`src/smpc_map.svh`:
```
// Constants for the sleep mode power controller: register offsets, fields, timing.
// Assumes one 200 MHz clock and an AXI4-Lite master with 32-bit data.
// Overview of operation
// RULE_01: Sleep only when sleep enable set and sleep instruction executes; mode from select.
// RULE_02: Mode 00 idle: gate core and program clocks, rest keeps running.
// RULE_03: Mode 01 converter noise reduction: gate peripheral, core and program clocks.
// RULE_04: Mode 10 power-down: stop main oscillator and all generated clocks.
// RULE_05: Mode 11 power-save: like power-down but async clock and timer oscillator run.
// RULE_06: Interrupt wake holds core four cycles beyond start-up, then resumes.
// RULE_07: Register file and SRAM stay unchanged across sleep.
// RULE_08: Reset during sleep wakes device and restarts at reset vector.
// RULE_09: In idle every enabled interrupt wakes the device.
// RULE_10: Noise reduction wakes only on listed converter, async, level and pin sources.
// RULE_11: Power-down wakes only on watchdog, start-condition, level and pin change.
// RULE_12: In deeper modes external lines wake only when set as level interrupts.
// RULE_13: Power-save with async timer: timer event wakes if both enables set.
// RULE_14: Software picks power-down when timer not on async clock.
// RULE_15: Entering idle or noise reduction with converter enabled starts a conversion.
// RULE_16: Brown-out sleep disable acts only in power-down and power-save.
// RULE_17: Disabled detector switches off at sleep entry, back on at wake.
// RULE_18: Wake after detector off holds execution about 60 us.
// RULE_19: Sleep-off bit disables detector when one; resets to zero.
// RULE_20: Power-down wake delayed by clock start-up time of clock source fuse.
// RULE_21: Level wake source holds its level long enough to be seen.
// RULE_22: Sleep-off set needs unlock write, then sleep-off write within four cycles.
// RULE_23: Sleep-off bit clears itself three cycles after set.
// RULE_24: Sleep instruction with sleep enable clear does nothing.
`ifndef SMPC_MAP_SVH
`define SMPC_MAP_SVH
`define SMPC_SLEEP_CTRL_OFS   12'h000
`define SMPC_CORE_CTRL_OFS    12'h004
`define SMPC_STATUS_OFS       12'h008
`define SMPC_WAKE_CFG_OFS     12'h00c
`define SMPC_SE_BIT           0
`define SMPC_SM_LSB           1
`define SMPC_BROWNOUT_SLEEP_OFF_BIT         6
`define SMPC_BROWNOUT_SLEEP_UNLOCK_BIT        5
`define SMPC_UNLOCK_WIN       3'h4
`define SMPC_BROWNOUT_SLEEP_OFF_LIFE        2'h3
`define SMPC_EXTRA_HOLD       3'h4
`define SMPC_BOD_WAKE_NS      60000
`define SMPC_CLK_NS           5
`define SMPC_BOD_WAKE_CYC     ((`SMPC_BOD_WAKE_NS + `SMPC_CLK_NS - 1) / `SMPC_CLK_NS)
`define SMPC_AXI_OKAY         2'h0
`define SMPC_AXI_SLVERR       2'h2
`endif

```
`src/smpc_pkg.sv`:
```
// Types for the sleep mode power controller.
// Assumes smpc_map.svh is compiled alongside.
package smpc_pkg;
  typedef enum logic [1:0] {
    SMPC_IDLE, SMPC_ADC_NR, SMPC_PWR_DOWN, SMPC_PWR_SAVE
  } smpc_mode_t;
  typedef enum logic [1:0] {
    SMPC_RUN, SMPC_SLEEP, SMPC_START, SMPC_HOLD
  } smpc_state_t;
endpackage : smpc_pkg

```
`src/smpc_controller.sv`:
```
// Sleep controller: mode gating, wake selection, wake delays, brown-out sleep-off.
// Assumes the core pulses sleep_instr and waits on core_hold; sources are async pins.
`timescale 1ns/100ps
`default_nettype none
`include "smpc_map.svh"
module smpc_controller
  import smpc_pkg::*;
#(
  parameter int unsigned STARTUP_CYC  = 16,
  parameter int unsigned BOD_WAKE_CYC = `SMPC_BOD_WAKE_CYC
) (
  input  wire logic        aclk,
  input  wire logic        aresetn,
  input  wire logic [11:0] s_axi_awaddr,
  input  wire logic        s_axi_awvalid,
  output logic             s_axi_awready,
  input  wire logic [31:0] s_axi_wdata,
  input  wire logic [3:0]  s_axi_wstrb,
  input  wire logic        s_axi_wvalid,
  output logic             s_axi_wready,
  output logic [1:0]       s_axi_bresp,
  output logic             s_axi_bvalid,
  input  wire logic        s_axi_bready,
  input  wire logic [11:0] s_axi_araddr,
  input  wire logic        s_axi_arvalid,
  output logic             s_axi_arready,
  output logic [31:0]      s_axi_rdata,
  output logic [1:0]       s_axi_rresp,
  output logic             s_axi_rvalid,
  input  wire logic        s_axi_rready,
  input  wire logic        sleep_instr,
  input  wire logic        adc_enabled,
  input  wire logic        global_irq_en,
  input  wire logic        timer_async_select,
  input  wire logic        irq_pending,
  input  wire logic        adc_done_irq,
  input  wire logic        nvm_ready_irq,
  input  wire logic        async_timer_irq,
  input  wire logic        watchdog_irq,
  input  wire logic        start_cond_irq,
  input  wire logic        pin_change_irq,
  input  wire logic [1:0]  ext_irq_level,
  input  wire logic        any_reset,
  output logic             core_clock_en,
  output logic             program_memory_clock_en,
  output logic             peripheral_clock_en,
  output logic             converter_clock_en,
  output logic             async_timer_clock_en,
  output logic             main_osc_en,
  output logic             timer_osc_en,
  output logic             brownout_detector_en,
  output logic             adc_start,
  output logic             core_hold,
  output logic             restart_at_vector
);
  // Async pins: three flops, change counted when last two agree
  logic [2:0] rst_s_q;
  logic       rst_f_q;
  logic [9:0] src_s1_q, src_s2_q, src_s3_q, src_f_q;
  wire  [9:0] src_raw = {ext_irq_level, pin_change_irq, start_cond_irq, watchdog_irq,
                         async_timer_irq, nvm_ready_irq, adc_done_irq, irq_pending, 1'b0};
  always_ff @(posedge aclk) begin
    src_s1_q <= src_raw;
    src_s2_q <= src_s1_q;
    src_s3_q <= src_s2_q;
    rst_s_q  <= {rst_s_q[1:0], any_reset};
  end
  always_ff @(posedge aclk) begin
    if (!aresetn) begin
      src_f_q <= 10'h000;
      rst_f_q <= 1'b0;
    end else begin
      for (int i = 0; i < 10; i++)
        if (src_s2_q[i] == src_s3_q[i]) src_f_q[i] <= src_s3_q[i];
      if (rst_s_q[1] == rst_s_q[2]) rst_f_q <= rst_s_q[2];
    end
  end
  wire irq_any   = src_f_q[1];
  wire adc_w     = src_f_q[2];
  wire nvm_w     = src_f_q[3];
  wire atim_w    = src_f_q[4];
  wire wdt_w     = src_f_q[5];
  wire start_w   = src_f_q[6];
  wire pinc_w    = src_f_q[7];
  wire [1:0] lvl = src_f_q[9:8];
  // Registers
  logic       sleep_enable_q;
  logic [1:0] sleep_mode_select_q;
  logic [1:0] ext_is_level_q;
  logic       timer_irq_mask_q;
  logic       brownout_sleep_off_q, brownout_sleep_unlock_q;
  logic [2:0] unlock_cnt_q;
  logic [1:0] brownout_sleep_off_cnt_q;
  smpc_state_t state_q;
  smpc_mode_t  mode_q;
  logic        bod_off_q;
  logic [31:0] wait_q;
  logic        by_reset_q;
  // AXI write path
  logic        aw_hold_q, w_hold_q;
  logic [11:0] aw_q;
  logic [31:0] w_q;
  logic [3:0]  ws_q;
  wire aw_take = s_axi_awvalid && s_axi_awready;
  wire w_take  = s_axi_wvalid && s_axi_wready;
  wire do_wr   = aw_hold_q && w_hold_q && !s_axi_bvalid;
  wire wr_ok   = aw_q == `SMPC_SLEEP_CTRL_OFS || aw_q == `SMPC_CORE_CTRL_OFS ||
                 aw_q == `SMPC_WAKE_CFG_OFS || aw_q == `SMPC_STATUS_OFS;
  wire wr_sc   = do_wr && aw_q == `SMPC_SLEEP_CTRL_OFS && ws_q[0];
  wire wr_cc   = do_wr && aw_q == `SMPC_CORE_CTRL_OFS && ws_q[0];
  wire wr_wc   = do_wr && aw_q == `SMPC_WAKE_CFG_OFS && ws_q[0];
  wire wb_brownout_sleep_off  = w_q[`SMPC_BROWNOUT_SLEEP_OFF_BIT];
  wire wb_brownout_sleep_unlock = w_q[`SMPC_BROWNOUT_SLEEP_UNLOCK_BIT];
  always_ff @(posedge aclk) begin
    if (!aresetn) begin
      aw_hold_q     <= 1'b0;
      w_hold_q      <= 1'b0;
      aw_q          <= 12'h000;
      w_q           <= 32'h0000_0000;
      ws_q          <= 4'h0;
      s_axi_awready <= 1'b0;
      s_axi_wready  <= 1'b0;
      s_axi_bvalid  <= 1'b0;
      s_axi_bresp   <= `SMPC_AXI_OKAY;
    end else begin
      s_axi_awready <= !aw_hold_q && !aw_take;
      s_axi_wready  <= !w_hold_q && !w_take;
      if (aw_take) begin
        aw_hold_q <= 1'b1;
        aw_q      <= s_axi_awaddr;
      end
      if (w_take) begin
        w_hold_q <= 1'b1;
        w_q      <= s_axi_wdata;
        ws_q     <= s_axi_wstrb;
      end
      if (do_wr) begin
        s_axi_bvalid <= 1'b1;
        s_axi_bresp  <= wr_ok ? `SMPC_AXI_OKAY : `SMPC_AXI_SLVERR;
        aw_hold_q    <= 1'b0;
        w_hold_q     <= 1'b0;
      end else if (s_axi_bvalid && s_axi_bready) begin
        s_axi_bvalid <= 1'b0;
      end
    end
  end
  // Sleep-off timed sequence
  wire unlock_open = unlock_cnt_q != 3'h0;
  wire brownout_sleep_off_set    = wr_cc && wb_brownout_sleep_off && !wb_brownout_sleep_unlock && unlock_open; // RULE_22
  always_ff @(posedge aclk) begin
    if (!aresetn) begin
      sleep_enable_q      <= 1'b0;
      sleep_mode_select_q <= 2'h0;
      ext_is_level_q      <= 2'h0;
      timer_irq_mask_q    <= 1'b0;
      brownout_sleep_off_q              <= 1'b0; // RULE_19
      brownout_sleep_unlock_q             <= 1'b0;
      unlock_cnt_q        <= 3'h0;
      brownout_sleep_off_cnt_q          <= 2'h0;
    end else begin
      if (wr_sc) begin
        sleep_enable_q      <= w_q[`SMPC_SE_BIT];
        sleep_mode_select_q <= w_q[`SMPC_SM_LSB +: 2];
      end
      if (wr_wc) begin
        ext_is_level_q   <= w_q[1:0];
        timer_irq_mask_q <= w_q[2];
      end
      if (wr_cc && wb_brownout_sleep_off && wb_brownout_sleep_unlock) begin
        unlock_cnt_q <= `SMPC_UNLOCK_WIN; // RULE_22
        brownout_sleep_unlock_q      <= 1'b1;
      end else if (unlock_open) begin
        unlock_cnt_q <= unlock_cnt_q - 3'h1;
        brownout_sleep_unlock_q      <= unlock_cnt_q != 3'h1;
      end
      if (brownout_sleep_off_set) begin
        brownout_sleep_off_q     <= 1'b1;
        brownout_sleep_off_cnt_q <= `SMPC_BROWNOUT_SLEEP_OFF_LIFE;
        brownout_sleep_unlock_q    <= 1'b0;
        unlock_cnt_q <= 3'h0;
      end else if (brownout_sleep_off_q) begin
        brownout_sleep_off_cnt_q <= brownout_sleep_off_cnt_q - 2'h1;
        if (brownout_sleep_off_cnt_q == 2'h1) brownout_sleep_off_q <= 1'b0; // RULE_23
      end
    end
  end
  // AXI read path
  wire [31:0] rd_mux =
    s_axi_araddr == `SMPC_SLEEP_CTRL_OFS ? {29'h0, sleep_mode_select_q, sleep_enable_q} :
    s_axi_araddr == `SMPC_CORE_CTRL_OFS  ? {25'h0, brownout_sleep_off_q, brownout_sleep_unlock_q, 5'h00} :
    s_axi_araddr == `SMPC_WAKE_CFG_OFS   ? {29'h0, timer_irq_mask_q, ext_is_level_q} :
    s_axi_araddr == `SMPC_STATUS_OFS     ? {26'h0, bod_off_q, by_reset_q, mode_q, state_q} :
    32'h0000_0000;
  wire rd_ok = s_axi_araddr == `SMPC_SLEEP_CTRL_OFS || s_axi_araddr == `SMPC_CORE_CTRL_OFS ||
               s_axi_araddr == `SMPC_WAKE_CFG_OFS || s_axi_araddr == `SMPC_STATUS_OFS;
  always_ff @(posedge aclk) begin
    if (!aresetn) begin
      s_axi_arready <= 1'b0;
      s_axi_rvalid  <= 1'b0;
      s_axi_rdata   <= 32'h0000_0000;
      s_axi_rresp   <= `SMPC_AXI_OKAY;
    end else begin
      s_axi_arready <= !s_axi_rvalid && !s_axi_arready;
      if (s_axi_arvalid && s_axi_arready) begin
        s_axi_rvalid <= 1'b1;
        s_axi_rdata  <= rd_mux;
        s_axi_rresp  <= rd_ok ? `SMPC_AXI_OKAY : `SMPC_AXI_SLVERR;
      end else if (s_axi_rvalid && s_axi_rready) begin
        s_axi_rvalid <= 1'b0;
      end
    end
  end
  // Wake selection per mode
  wire ext_lvl_w  = |(lvl & ext_is_level_q); // RULE_12
  wire deep_wake  = wdt_w || start_w || pinc_w || ext_lvl_w; // RULE_11
  wire timer_wake = timer_async_select && timer_irq_mask_q && global_irq_en && atim_w; // RULE_13
  wire wake_src =
    mode_q == SMPC_IDLE     ? irq_any :                                 // RULE_09
    mode_q == SMPC_ADC_NR   ? deep_wake || adc_w || nvm_w || atim_w :   // RULE_10
    mode_q == SMPC_PWR_SAVE ? deep_wake || timer_wake :                 // RULE_05
    deep_wake;
  wire deep_mode  = sleep_mode_select_q[1];
  wire enter      = sleep_instr && sleep_enable_q && state_q == SMPC_RUN; // RULE_01 RULE_24
  wire osc_off    = mode_q == SMPC_PWR_DOWN || mode_q == SMPC_PWR_SAVE;
  // Hazard: a stopped oscillator needs its start-up period before the extra hold
  wire [31:0] start_len = osc_off ? STARTUP_CYC : 32'h1;
  // Sequencer. Memories are never touched here, so contents survive sleep. RULE_07
  always_ff @(posedge aclk) begin
    if (!aresetn) begin
      state_q    <= SMPC_RUN;
      mode_q     <= SMPC_IDLE;
      bod_off_q  <= 1'b0;
      wait_q     <= 32'h0;
      by_reset_q <= 1'b0;
      adc_start  <= 1'b0;
    end else begin
      adc_start <= 1'b0;
      unique case (state_q)
        SMPC_RUN: begin
          if (enter) begin
            state_q    <= SMPC_SLEEP;
            mode_q     <= smpc_mode_t'(sleep_mode_select_q);
            bod_off_q  <= brownout_sleep_off_q && deep_mode; // RULE_16 RULE_17
            by_reset_q <= 1'b0;
            adc_start  <= adc_enabled && !deep_mode; // RULE_15
          end
        end
        SMPC_SLEEP: begin
          if (rst_f_q || wake_src) begin
            state_q    <= SMPC_START;
            by_reset_q <= rst_f_q; // RULE_08
            wait_q     <= start_len; // RULE_20
          end
        end
        SMPC_START: begin
          if (wait_q <= 32'h1) begin
            state_q   <= SMPC_HOLD;
            // Long detector settle replaces the short extra hold
            wait_q    <= bod_off_q ? BOD_WAKE_CYC : 32'(`SMPC_EXTRA_HOLD); // RULE_06 RULE_18
            bod_off_q <= 1'b0; // RULE_17
          end else begin
            wait_q <= wait_q - 32'h1;
          end
        end
        SMPC_HOLD: begin
          if (wait_q <= 32'h1) state_q <= SMPC_RUN;
          else wait_q <= wait_q - 32'h1;
        end
      endcase
    end
  end
  // Clock gating outputs
  wire sl = state_q == SMPC_SLEEP || state_q == SMPC_START;
  always_ff @(posedge aclk) begin
    if (!aresetn) begin
      core_clock_en           <= 1'b1;
      program_memory_clock_en <= 1'b1;
      peripheral_clock_en     <= 1'b1;
      converter_clock_en      <= 1'b1;
      async_timer_clock_en    <= 1'b1;
      main_osc_en             <= 1'b1;
      timer_osc_en            <= 1'b1;
      brownout_detector_en    <= 1'b1;
      core_hold               <= 1'b0;
      restart_at_vector       <= 1'b0;
    end else begin
      core_clock_en           <= state_q == SMPC_RUN; // RULE_02
      program_memory_clock_en <= state_q == SMPC_RUN;
      peripheral_clock_en     <= !(sl && mode_q != SMPC_IDLE); // RULE_03
      converter_clock_en      <= !(sl && osc_off); // RULE_04
      async_timer_clock_en    <= !(sl && mode_q == SMPC_PWR_DOWN); // RULE_05
      timer_osc_en            <= !(sl && mode_q == SMPC_PWR_DOWN);
      main_osc_en             <= !(state_q == SMPC_SLEEP && osc_off);
      brownout_detector_en    <= !(state_q == SMPC_SLEEP && bod_off_q);
      core_hold               <= state_q != SMPC_RUN;
      restart_at_vector       <= state_q == SMPC_HOLD && by_reset_q;
    end
  end
  // Assertions
  a_enter_needs_se: assert property (@(posedge aclk) disable iff (!aresetn) // RULE_24
    $rose(core_hold) |-> $past(sleep_enable_q, 2)) else $error("sleep entered without enable");
  a_idle_gating: assert property (@(posedge aclk) disable iff (!aresetn) // RULE_02
    (state_q == SMPC_SLEEP && mode_q == SMPC_IDLE) |=> (!core_clock_en && peripheral_clock_en))
    else $error("idle gating wrong");
  a_nr_gating: assert property (@(posedge aclk) disable iff (!aresetn) // RULE_03
    (state_q == SMPC_SLEEP && mode_q == SMPC_ADC_NR) |=> (!peripheral_clock_en && converter_clock_en))
    else $error("noise reduction gating wrong");
  a_pd_osc_off: assert property (@(posedge aclk) disable iff (!aresetn) // RULE_04
    (state_q == SMPC_SLEEP && mode_q == SMPC_PWR_DOWN) |=> (!main_osc_en && !async_timer_clock_en))
    else $error("power-down clocks running");
  a_ps_async_on: assert property (@(posedge aclk) disable iff (!aresetn) // RULE_05
    (state_q == SMPC_SLEEP && mode_q == SMPC_PWR_SAVE) |=> (async_timer_clock_en && !main_osc_en))
    else $error("power-save async clock stopped");
  a_bod_only_deep: assert property (@(posedge aclk) disable iff (!aresetn) // RULE_16
    !brownout_detector_en |-> $past(mode_q == SMPC_PWR_DOWN || mode_q == SMPC_PWR_SAVE))
    else $error("detector off in shallow mode");
  a_brownout_sleep_off_clears: assert property (@(posedge aclk) disable iff (!aresetn) // RULE_23
    $rose(brownout_sleep_off_q) |-> brownout_sleep_off_q [*3] ##1 !brownout_sleep_off_q) else $error("sleep-off not cleared after three");
  a_extra_hold: assert property (@(posedge aclk) disable iff (!aresetn) // RULE_06
    (state_q == SMPC_START && wait_q <= 32'h1 && !bod_off_q) |=>
      (state_q == SMPC_HOLD) [*4] ##1 state_q == SMPC_RUN) else $error("extra hold not four");
  a_reset_vector: assert property (@(posedge aclk) disable iff (!aresetn) // RULE_08
    $rose(restart_at_vector) |-> $past(by_reset_q)) else $error("vector restart without reset");
  c_idle_trip: cover property (@(posedge aclk) disable iff (!aresetn)
    state_q == SMPC_SLEEP && mode_q == SMPC_IDLE ##[1:50] state_q == SMPC_RUN);
  c_pd_bod: cover property (@(posedge aclk) disable iff (!aresetn)
    state_q == SMPC_SLEEP && bod_off_q);
  c_reset_wake: cover property (@(posedge aclk) disable iff (!aresetn) $rose(restart_at_vector));
endmodule : smpc_controller
`default_nettype wire

```
`config.mk`:
```
export PLATFORM = sky130hd
export DESIGN_NAME = smpc_controller
export DESIGN_NICKNAME = d
export VERILOG_FILES = /design/src/smpc_pkg.sv /design/src/smpc_controller.sv
export VERILOG_INCLUDE_DIRS = /design/src /design/src/src
export SDC_FILE = /design/constraint.sdc
export NUM_CORES = 1
export LEC_CHECK = 0
export ABC_AREA = 1
export BUFFER_PORTS_ARGS = -buffer_cell sky130_fd_sc_hd__buf_2
export CORE_ASPECT_RATIO = 1.75
export CORE_MARGIN = 4
export CORE_UTILIZATION = 40
export DETAILED_ROUTE_END_ITERATION = 6
export REMOVE_ABC_BUFFERS = 1
export SYNTH_ARGS = -nofsm -noshare
export SYNTH_HDL_FRONTEND = slang
export SYNTH_SLANG_ARGS = --single-unit
```
`constraint.sdc`:
```
create_clock -name aclk -period 2.6 [get_ports aclk]
set_clock_uncertainty 0.2 [all_clocks]
set_input_delay 0.13 -clock aclk [delete_from_list [all_inputs] [get_ports aclk]]
set_output_delay 0.13 -clock aclk [all_outputs]
set_load 0.01 [all_outputs]
```
# ---- Word level (Yosys, flattened, before mapping)
# Cells that the tools add are included.
dict set report totals {
  ff_bits 163
  input_bits 81
  out_inout_bits 52
  word_cells 211
}
dict set report classes {
  add_sub_neg 3
  order_cmp 1
  n_eq_ne 29
  mux 39
  bitwise_logic 2
  reduce_logical 87
}
# op n
set ops {}
lappend ops {{2-to-1 mux 32 bit} 3}
lappend ops {{case mux 32 bit (3 select lines)} 1}
lappend ops {{equality test 12 x 4 -> 1 bit (second input constant)} 4}
lappend ops {{logical AND 1 bit} 33}
lappend ops {{<= comparator 32 x 1 -> 1 bit (second input constant)} 1}
lappend ops {{subtractor 32 x 1 -> 32 bit (second input constant)} 1}
lappend ops {{equality test 12 x 3 -> 1 bit (second input constant)} 2}
lappend ops {{logical NOT 12 bit} 2}
lappend ops {{logical OR 1 bit} 16}
lappend ops {{2-to-1 mux 1 bit} 16}
lappend ops {{2-to-1 mux 2 bit} 8}
lappend ops {{nonzero test 2 bit} 8}
lappend ops {{logical NOT 1 bit} 14}
lappend ops {{2-to-1 mux 14 bit} 1}
lappend ops {{2-to-1 mux 7 bit} 2}
lappend ops {{2-to-1 mux 6 bit} 2}
lappend ops {{AND reduction 3 bit} 4}
lappend ops {{equality test 1 bit} 10}
lappend ops {{!= test 2 bit (second input constant)} 5}
lappend ops {{equality test 2 bit (second input constant)} 4}
lappend ops {{case mux 2 bit (4 select lines)} 1}
lappend ops {{equality test 2 x 1 -> 1 bit (second input constant)} 3}
lappend ops {{2-to-1 mux 3 bit} 2}
lappend ops {{nonzero test 3 bit} 2}
lappend ops {{other kinds (12)} 16}

# ---- Logic depth before layout (Yosys ltp)
# Gate-level depths: netlist of run 1.
dict set report depth {
  word_depth 11
  depth_mapped 14
  mapped_depth_nobuf 14
}

# ---- Worst setup path after synthesis of run 1
# OpenSTA, ideal clock, no wires.
dict set report synth_timing {
  path_kind {register to register}
  from {reg wait_q[0]}
  to {reg wait_q[7]}
  setup_ns 0.117
  t_arrival_ns 1.674
  required_time_ns 2.283
  path_slack_ns 0.610
  path_stages_with_launch 14
  n_path_buf 1
  period_less_slack_ns 1.990
  cell_sequence {dfxtp_1 inv_1 ha_1 nand2_4 nor2_8 nand2_4 nand2_4 nand2_8 nand2_8 nand2_8 nand2_8 buf_6 nor3_1 nor2_1}
}
dict set report synth_via {
  elab_chain_cells 3
  word_cells_on_any_way 7
  classes_between {add/sub (1); order compare (1); eq/ne (1); mux (3); reduce/logical (1)}
}
# element line_no
set synth_rtl {}
lappend synth_rtl {{start: declaration} smpc_controller.sv:97} ;# logic [31:0] wait_q;
lappend synth_rtl {{start signal: assignment} smpc_controller.sv:252} ;# wait_q <= start_len;
lappend synth_rtl {{start signal: assignment} smpc_controller.sv:259} ;# wait_q <= bod_off_q ? BOD_WAKE_CYC : 32'(`SMPC_EXTRA_HOLD);
lappend synth_rtl {{start signal: assignment} smpc_controller.sv:262} ;# wait_q <= wait_q - 32'h1;
lappend synth_rtl {{subtractor 32 x 1 -> 32 bit / <= comparator 32 x 1 -> 1 bit (equally long branches)} --}
lappend synth_rtl {{2-to-1 mux 32 bit, or another cell as far along} smpc_controller.sv:266} ;# if (wait_q <= 32'h1) state_q <= SMPC_RUN;
lappend synth_rtl {{case mux 32 bit (3 select lines) / AND reduction 3 bit (equally long branches)} --}
# Parallel ways exist; a longest one is shown, timed or not. The select of a mux whose other input is x is not followed.
# A chain may end at the register's enable or synchronous reset.

# ---- Worst setup path after layout of run 1
dict set report layout_timing {
  from {in s_axi_araddr[2]}
  to {reg s_axi_rdata[6]}
}
dict set report layout_via {
  elab_chain_cells 3
  word_cells_on_any_way 4
  classes_between {eq/ne (1); mux (2); reduce/logical (1)}
}
# element line_no
set layout_rtl {}
lappend layout_rtl {{start: declaration} smpc_controller.sv:24} ;# input wire logic [11:0] s_axi_araddr,
lappend layout_rtl {{equality test 12 x 3 -> 1 bit (no line)} --}
lappend layout_rtl {{2-to-1 mux 7 bit} smpc_controller.sv:190} ;# s_axi_araddr == `SMPC_CORE_CTRL_OFS ? {25'h0, brownout_sleep_off_q, brownout_sleep_unlock_q, 5'h00} :
lappend layout_rtl {{2-to-1 mux 7 bit (*)} smpc_controller.sv:189} ;# s_axi_araddr == `SMPC_SLEEP_CTRL_OFS ? {29'h0, sleep_mode_select_q, sleep_enable_q} :
lappend layout_rtl {{end signal: assignment} smpc_controller.sv:206} ;# s_axi_rdata <= rd_mux;
lappend layout_rtl {{end: declaration} smpc_controller.sv:27} ;# output logic [31:0] s_axi_rdata,
# Every way passes the cells marked *; elsewhere a longest branch is shown, timed or not.

==> metrics.txt, run 1 <==
status=finished clean; drt wl/cell=roughly 13 um; CP Class=input pin to flop; Cell Chain, Critical Path=dlygate4sd3_1 > buf_2 > inv_1 > nor3_1 > dlygate4sd3_1 > nand4_1 > dlygate4sd3_1 > a21oi_1; hold_sp=s_axi_wvalid; Max-Cap Viols=0; synth unique cells=~40; Final period util=0.906; CTS tree=done; Final Net Count=roughly 1000; Max VDD drop=between 0.7 and 0.8 mV; Yosys reg bits=134; cell mode on critical path=dlygate4sd3_1; FMAX=roughly 0.42 GHz; utilization after layout=0.506; Die X-Extent=102 um; PwrDens=approximately 1200 nW/um2; top-area cell type share of the netlist area=0.438; Remaining DRCs=0; number of synthesis warnings=0; Post-Synthesis Cells=between 800 and 900; sequential fraction of the synthesis area=0.438; post-CTS setup buffers=0; main combinational cell family by area after synthesis=simple AND/OR/NAND/NOR gates; r2r startpoint=wait_q[0]; R2R Setup Slk=0.31 ns; RSZ-0062 raised after global routing=no; Worst-Skew Late Latency=between 0.4 and 0.5 ns; Total Power=approximately 8.9 mW; crit start category=input pin; Inserted Clock Buffers=17; final RePlAce weighted congestion=approximately 0.84; chip height=roughly 170 um; worst-path fanout max=3; GRT overflow=0; min cycle time layout=about 2.4 ns; Detailed Route Iter0 Violations=approximately 220; IO buf count=75; largest net degree at the start of global routing=32; Synth Area in Compound Gates=0.121; leakage=~3.4 nW; vias in the first global route=around 5400; Async S/R FF share, synth=0; Die ar.=about 17000 um2; clk buf depth=2; io pins=approximately 130; remaining antenna violation count after routing=0; Vias/cell=4.80; Core Area=15000 um2; gr usage total=0.179; share of cells above drive strength 1=0.163; Root Buffer Master=clkbuf_16; global-route wire length before repair=about 25000 um; CP startpoint=s_axi_araddr[2]; data arrival time of the critical path=2.50 ns; CP required=about 2.8 ns; vias=approximately 5400; starting density of the core=0.409; initial antenna violation count=0; diode count=0; CTS sink count=between 100 and 150; Worst setup EP type=flop; top post-synthesis cells by count=134 x dfxtp_1, 134 x nand2_1, 119 x nor2_1; Area Overhead vs Synth=23.7%; Post-Synth XOR/XNOR Area=0.0186; Post-Syn Area=6130 um2; Post-synth EDFFs=0; Critical Path Max Stage Delay=around 0.60 ns; Relative slew margins=0.620; # fillers=between 1000 and 1500; actual slew at the worst max-slew pin=0.568 ns; Placed Cells=around 1100; Routed Wire Length=between 10000 and 15000 um; mux contribution to synthesized area=0; most used flip-flop cell after synthesis=dfxtp_1; area leader, netlist=dfxtp_1; slowest CP cell=dlygate4sd3_1; count of final setup violators=0; Max H-tree Level=4; Final TNS setup=0 ns; final hold violation count=0; Pre-Repair DR Iteration Count=5; non-filler instance count after layout=between 1000 and 1500; Pins Over Slew Limit=0; Syn Area/Cell=approximately 7.5 um2; # rows=59; dpl hpwl=10900 um; HP Class=input pin to flop; clock slew at reported path FFs=about 0.07 ns; area share of fa/ha/maj cells after synthesis=0.0204; top cells by area, synth=dfxtp_1 44%, nand2_1 8.2%, nor2_1 7.3%; Post-Synth Simple-Gate Area=0.285
layout make-up:
type	count	area [um2]	area share
Clock buffer	17	425	0.0561
Clock inverter	15	225	0.0297
Inverter	95	357	0.0470
Multi-Input combinational cell	559	2830	0.374
Sequential cell	134	2680	0.354
Tap cell	183	229	0.0302
Timing Repair Buffer	123	831	0.110
power breakdown:
part | switching, mW | internal [mW]
registers | 0.185 | 2.31
clock network | 1.08 | 1.58
logic | 2.53 | 1.24
routing by layer:
layer  share of wire  vias up  global-route usage
li1                -     2813                   -
met1            0.36     2458               0.174
met2            0.57      108               0.356
met3           0.037       23              0.0300
met4           0.026        0              0.0775
met5               0        -                   0
critical path: cells and delay by family:
kind | cells | cell delay (ns)
buffers and inverters | 5 | 1.89
AO/OA/AOI/OAI | 1 | 0.12
AND/OR/NAND/NOR | 2 | 0.35
cells in the final DEF, fill, tap and decap left out, types with 2 or more instances in the layout:
cell type	count
nand2_1	134
dfxtp_1	134
nor2_1	119
inv_1	92
buf_2	75
a21oi_1	56
o21ai_0	49
nand3_1	43
dlygate4sd3_1	38
nand4_1	27
conb_1	27
nor3_1	23
clkbuf_16	17
xor2_1	11
a21oi_2	10
ha_1	10
buf_4	10
o21ai_1	7
a31oi_1	6
inv_8	6
nor2_2	4
nand2_4	4
nand2_8	4
inv_6	4
nor3b_1	3
o22ai_1	3
or2_2	3
bufinv_16	3
inv_2	2
xnor2_1	2
nand2_2	2
nor2_4	2
clkinv_8	2
metrics by stage:
stage	area, um2	setup slack, ns	hold WS (ns)
3_5_place_dp	6550	0.323	0.0343
3_3_place_gp	6550	0.328	0.0321
4_1_cts	7580	0.289	0.00546
6_report	7580	0.245	0.0148
5_1_grt	7580	0.130	0.0536
2_1_floorplan	5870	0.473	-0.0423
cell families (layout without fill, tap and decap cells):
logic type	after synthesis	in the layout
buffers and inverters	146	250
DFF	134	134
and+or+nand+nor	374	374
xor gates and xnor gates	13	13
AOI/OAI and AO/OA	135	135
other	1	27
adders and majority gates	10	10
path summary, 6_finish.rpt:
| check | to | cells past startpoint |
|---|---|---|
| max | s_axi_rdata[6] | 8 |
| max reg2reg | wait_q[1] | 14 |
| min reg2reg | src_s2_q[7] | 0 |
| min | ws_q[0] | 3 |
registers in the layout, indices dropped and copies added (netlist names), 2 cells and up:
| name | count |
|---|---|
| aw_q | 12 |
| brownout_sleep_off_cnt_q | 2 |
| ext_is_level_q | 2 |
| mode_q | 2 |
| rst_s_q | 3 |
| s_axi_rdata | 7 |
| sleep_mode_select_q | 2 |
| src_f_q | 9 |
| src_s1_q | 9 |
| src_s2_q | 9 |
| src_s3_q | 9 |
| state_q | 2 |
| unlock_cnt_q | 3 |
| w_q | 5 |
| wait_q | 32 |
what timing repair did:
| item | 4_1_cts | 5_1_grt |
|---|---|---|
| hold endpoints to repair | 52 | 0 |
| hold buffers | 38 | 0 |
| resized for setup | 0 | 0 |
Power figures use the tool's default switching activity.
==> run 2: changes to the inputs <==
Settings changed: RECOVER_POWER set to 25, SLEW_MARGIN set to 20.
==> run 2 against run 1 <==
Combinational power barely moved. Wire length increased by 0.10%. Cell area about the same. Critical path depth unchanged. Non-clock buffer count is the same. Final cell count unchanged. Hold slack got worse by 0.0023 ns. First-iteration DRC count increased by 0.47%. Critical endpoint unchanged. Largest cell class unchanged. Largest power group unchanged.
==> metrics.txt, run 2 (same netlist as run 1, synthesis figures left out) <==
max reg flops=32 (unchanged); CTS tree=done; crit start category=input pin; Die X-Extent=102 um (unchanged); # fillers=1487 (unchanged); io pins=133 (unchanged); remaining antenna violation count after routing=0 (unchanged); clk buf depth=2 (unchanged); Max VDD drop=0.768 mV (about the same); Die ar.=17400 um2 (unchanged); count of final setup violators=0 (unchanged); final RePlAce weighted congestion=0.842 (unchanged); r2r startpoint=wait_q[0]; starting density of the core=0.409 (unchanged); CP Class=input pin to flop; PostCTS Resize Cnt=0 (unchanged); worst-path fanout max=3 (unchanged); Root Buffer Master=clkbuf_16; vias in the first global route=5370 (unchanged); R2R Setup Slk=0.32 ns (about the same); Max H-tree Level=4 (unchanged); chip height=172 um (unchanged); status=finished clean; Final Net Count=1021 (unchanged); data arrival time of the critical path=2.50 ns (about the same); CP required=2.75 ns (about the same); final hold violation count=0 (unchanged); Area Overhead vs Synth=23.6% (about the same); FMAX=0.425 GHz (about the same); vias=5390 (-0.22%); Inserted Clock Buffers=17 (unchanged); Pins Over Slew Limit=0 (unchanged); Pre-Repair DR Iteration Count=4 (-1); Placed Cells=1056 (unchanged); Worst-Skew Late Latency=0.42 ns (about the same); gr usage total=0.179 (unchanged); Routed Wire Length=15000 um (+0.10%); largest register by flop count=wait_q; CP startpoint=s_axi_araddr[2]; drt wl/cell=13.3 um (+0.10%); most frequent cells in the layout=134 x nand2_1, 134 x dfxtp_1, 119 x nor2_1; share of cells above drive strength 1=0.158 (-0.00530); Core Area=15000 um2 (unchanged); actual slew at the worst max-slew pin=0.570 ns (+0.00222 ns); clock slew at reported path FFs=0.07 ns (about the same); largest net degree at the start of global routing=32 (unchanged); Final period util=0.906 (about the same); r2r worst-path depth=14 (unchanged); Detailed Route Iter0 Violations=216 (+0.47%); Final TNS setup=0 ns (unchanged); Relative slew margins=0.618 (-0.00149); Remaining DRCs=0 (unchanged); HP Class=input pin to flop; # rows=59 (unchanged); Top Registers=wait_q: 32 flops, aw_q: 12 flops; min cycle time layout=2.36 ns (+0.000344 ns); GRT overflow=0 (unchanged); Crit Reg-Reg Endpoint=wait_q[1]; leakage=3.37 nW (-0.36%); IO buf count=75 (unchanged); footprint of the multi-input gates=2830 um2 (unchanged); Max-Cap Viols=0 (unchanged); diode count=0 (unchanged); dpl hpwl=10900 um (unchanged); Vias/cell=4.79 (-0.22%); RSZ-0062 raised after global routing=no; CTS sink count=134 (unchanged); Total Power=8.93 mW (about the same); utilization after layout=0.506 (about the same); initial antenna violation count=0 (unchanged); Worst setup EP type=flop; global-route wire length before repair=24700 um (unchanged); CP endpoint=s_axi_rdata[6]; non-filler instance count after layout=1126 (unchanged); PwrDens=1180 nW/um2 (about the same); Reg area=2680 um2 (unchanged)
run 2: changes by cell type in the layout (fill, tap and decap cells not counted):
cell	previous run	this run
clkbuf_1	0	5
buf_2	75	70
run 2: where the power goes:
| part | total [mW] | internal, mW | switching, mW |
|---|---|---|---|
| Clock | 2.66 | 1.58 | 1.09 |
| Combinational | 3.77 | 1.24 | 2.53 |
| Sequential | 2.50 | 2.31 | 0.185 |
run 2: cell type report:
class,count,share of cell area
Multi-Input combinational cell,559,0.374
Sequential cell,134,0.354
Timing Repair Buffer,123,0.109
Clock buffer,17,0.0561
Inverter,95,0.0471
Tap cell,183,0.0302
Clock inverter,15,0.0297
run 2: worst min-delay path by stage:
stage	slack (ns)	end	from	cells after the start
4_1_cts	0.005	ws_q[0]	s_axi_wvalid	3
2_1_floorplan	-0.04	rst_s_q[0]	any_reset	0
3_3_place_gp	0.03	src_s1_q[5]	watchdog_irq	1
5_1_grt	0.05	mode_q[1]	sleep_instr	5
3_5_place_dp	0.03	rst_s_q[0]	any_reset	1
6_report	0.01	ws_q[0]	s_axi_wvalid	3
run 2: stage by stage:
step                      hold slack, ns  setup WS [ns]  area, um2
after floorplan                  -0.0423          0.473       5870
after global placement            0.0321          0.328       6550
after detailed placement          0.0343          0.323       6550
after CTS                        0.00546          0.289       7580
after global routing              0.0536          0.130       7580
final                             0.0124          0.245       7580
run 2: layer usage:
layer,up-vias,GRT usage,share of wire
met5,-,0,0
met4,0,0.0775,0.026
met3,21,0.0300,0.038
met2,121,0.356,0.57
met1,2435,0.174,0.37
li1,2813,-,-
run 2: worst max-delay path, cell delays in order:
cell and delay, ns:
dlygate4sd3_1 0.52, buf_2 0.13, inv_1 0.07, nor3_1 0.26, dlygate4sd3_1 0.60, nand4_1 0.09
dlygate4sd3_1 0.57, a21oi_1 0.12
run 2: repair_timing:
action | 4_1_cts | 5_1_grt
hold endpoints to repair | 52 | 0
hold buffers | 38 | 0
buffers inserted | 0 | 0
==> run 3: changes to the inputs <==
Settings changed: MAX_ROUTING_LAYER set to met4, PLACE_DENSITY set to 0.63.
==> run 3 against run 2 <==
Fmax rose by 0.74%. Final cell count barely moved. Power fell by 2.6%. Via count rose by 0.67%. Die area did not move. Critical path type unchanged. Critical endpoint unchanged. Largest power group unchanged.
==> metrics.txt, run 3 (same netlist as run 1, synthesis figures left out) <==
crit start category=input pin; RSZ-0062 raised after global routing=no; routed wl met2=8440 um (-1.2%); HP Class=input pin to flop; Max VDD drop=0.589 mV (-23%); FMAX=0.428 GHz (+0.74%); Post-Route M1 WL=5380 um (-1.6%); Max H-tree Level=4 (unchanged); Remaining DRCs=0 (unchanged); data arrival time of the critical path=2.49 ns (about the same); global-route wire length before repair=24200 um (-2.3%); r2r worst-path depth=11 (-3); CP startpoint=s_axi_araddr[2]; Highest Signal Layer=met4; Worst-Skew Late Latency=0.41 ns (about the same); net switching power=3.78 mW (-0.70%); hold_sp=s_axi_wvalid; CTS sink count=134 (unchanged); io pins=133 (unchanged); drt wl/cell=13.1 um (-1.3%); final worst setup slack=0.262 ns (+0.0172 ns); max reg flops=32 (unchanged); Vias/cell=4.81 (+0.58%); actual slew at the worst max-slew pin=0.929 ns (+0.359 ns); most frequent cells in the layout=134 x nand2_1, 134 x dfxtp_1, 119 x nor2_1; Root Buffer Master=clkbuf_16; WHS Path Cells=3 (unchanged); status=finished clean; dpl hpwl=11000 um (+0.60%); share of power burned in registers=0.287 (+0.007); min cycle time layout=2.34 ns (-0.0172 ns); hold path endpoint=w_q[6]; final hold violation count=0 (unchanged); r2r startpoint=wait_q[0]; Max-Cap Viols=0 (unchanged); gr usage total=0.181 (+0.00155); remaining antenna violation count after routing=0 (unchanged); combinational power share=0.434 (+0.012); final RePlAce weighted congestion=0.836 (-0.71%); clk buf depth=2 (unchanged); CP Class=input pin to flop; # rows=59 (unchanged); PwrDens=1150 nW/um2 (-2.0%); IO buf count=75 (unchanged); starting density of the core=0.409 (unchanged); share of cells above drive strength 1=0.161 (+0.00301); R2R Setup Slk=0.33 ns (about the same); Core Area=15000 um2 (unchanged); chip height=172 um (unchanged); Total Power=8.71 mW (-2.6%); leakage=3.34 nW (-0.83%); clock slew at reported path FFs=0.07 ns (about the same); largest register by flop count=wait_q; post-CTS setup buffers=0 (unchanged); diode count=0 (unchanged); Worst setup EP type=flop; met3 WL=465 um (-19%); worst-path fanout max=3 (unchanged); Top Registers=wait_q: 32 flops, aw_q: 12 flops; Die X-Extent=102 um (unchanged); # fillers=1443 (-3.0%); Final Net Count=1022 (+0.098%); CTS tree=done; pre-CTS WS=0.351 ns (+0.0286 ns); Detailed Route Iter0 Violations=242 (+12%); GRT overflow=0 (unchanged); Switching Fraction=0.434 (+0.00809); PostCTS Resize Cnt=0 (unchanged); Relative slew margins=0.381 (-0.238); largest net degree at the start of global routing=46 (+44%); Crit Reg-Reg Endpoint=wait_q[17]; vias=5426 (+0.67%); Cell Int Power=4.93 mW (-3.9%); CP required=2.75 ns (about the same); Final TNS setup=0 ns (unchanged); Final period util=0.899 (-0.00663); Area Overhead vs Synth=23.0%; Inserted Clock Buffers=17 (unchanged); Die ar.=17400 um2 (unchanged); Routed Wire Length=14800 um (-1.2%); vias in the first global route=5372 (+0.037%); count of final setup violators=0 (unchanged); initial antenna violation count=0 (unchanged); Pins Over Slew Limit=0 (unchanged); clock share of power=0.279 (-0.019); Pre-Repair DR Iteration Count=5 (+1)
run 3: worst max-delay path by stage:
stage	slack, ns	endpoint	cells past startpoint
2_1_floorplan	0.47	wait_q[10]	12
3_3_place_gp	0.36	wait_q[17]	11
3_5_place_dp	0.35	wait_q[17]	11
4_1_cts	0.32	s_axi_rdata[6]	8
5_1_grt	0.18	s_axi_rdata[6]	8
6_report	0.26	s_axi_rdata[6]	8
run 3: power by group through the flow:
| stage | combinational, mW | clock [mW] | sequential (mW) |
|---|---|---|---|
| detailed placement | 3.74 | 0 | 2.54 |
| global route | 4.23 | 2.57 | 2.53 |
| floorplan | 2.82 | 0 | 2.51 |
| CTS | 3.80 | 2.47 | 2.50 |
| finish | 3.78 | 2.43 | 2.50 |
| global placement | 3.73 | 0 | 2.54 |
run 3: layer usage:
| metal | up-vias | GRT usage |
|---|---|---|
| li1 | 2813 | - |
| met1 | 2454 | 0.166 |
| met2 | 125 | 0.349 |
| met3 | 34 | 0.0264 |
| met4 | 0 | 0.0920 |
| met5 | - | - |
run 3: worst max-delay path, cell delays in order:
cell	delay (ns)
dlygate4sd3_1	0.52
buf_2	0.14
inv_1	0.07
nor3_1	0.25
dlygate4sd3_1	0.60
nand4_1	0.09
dlygate4sd3_1	0.58
a21oi_1	0.12
run 3: repair_timing:
action | in CTS | in global routing
hold buffers | 38 | 0
hold endpoints to repair | 40 | 0
endpoints found under the setup margin | 0 | 0
run 3: through the flow:
step | util | hold WS, ns | area, um2 | instances
6_report | 0.503 | 0.0112 | 7540 | 1127
5_1_grt | 0.503 | 0.0657 | 7540 | 1127
4_1_cts | 0.503 | 0.00608 | 7540 | 1127
3_5_place_dp | 0.438 | 0.0338 | 6560 | 1057
3_3_place_gp | 0.438 | 0.0328 | 6560 | 1057
2_1_floorplan | - | -0.0423 | 5870 | 788
run 3: cell type report:
class	instances	area, um2	area share
multi-input combinational	559	2830	0.376
sequential	134	2680	0.356
tap	183	229	0.0304
inverter	95	357	0.0473
clock buffer	17	425	0.0564
clock inverter	15	179	0.0237
timing repair buffer	124	832	0.110
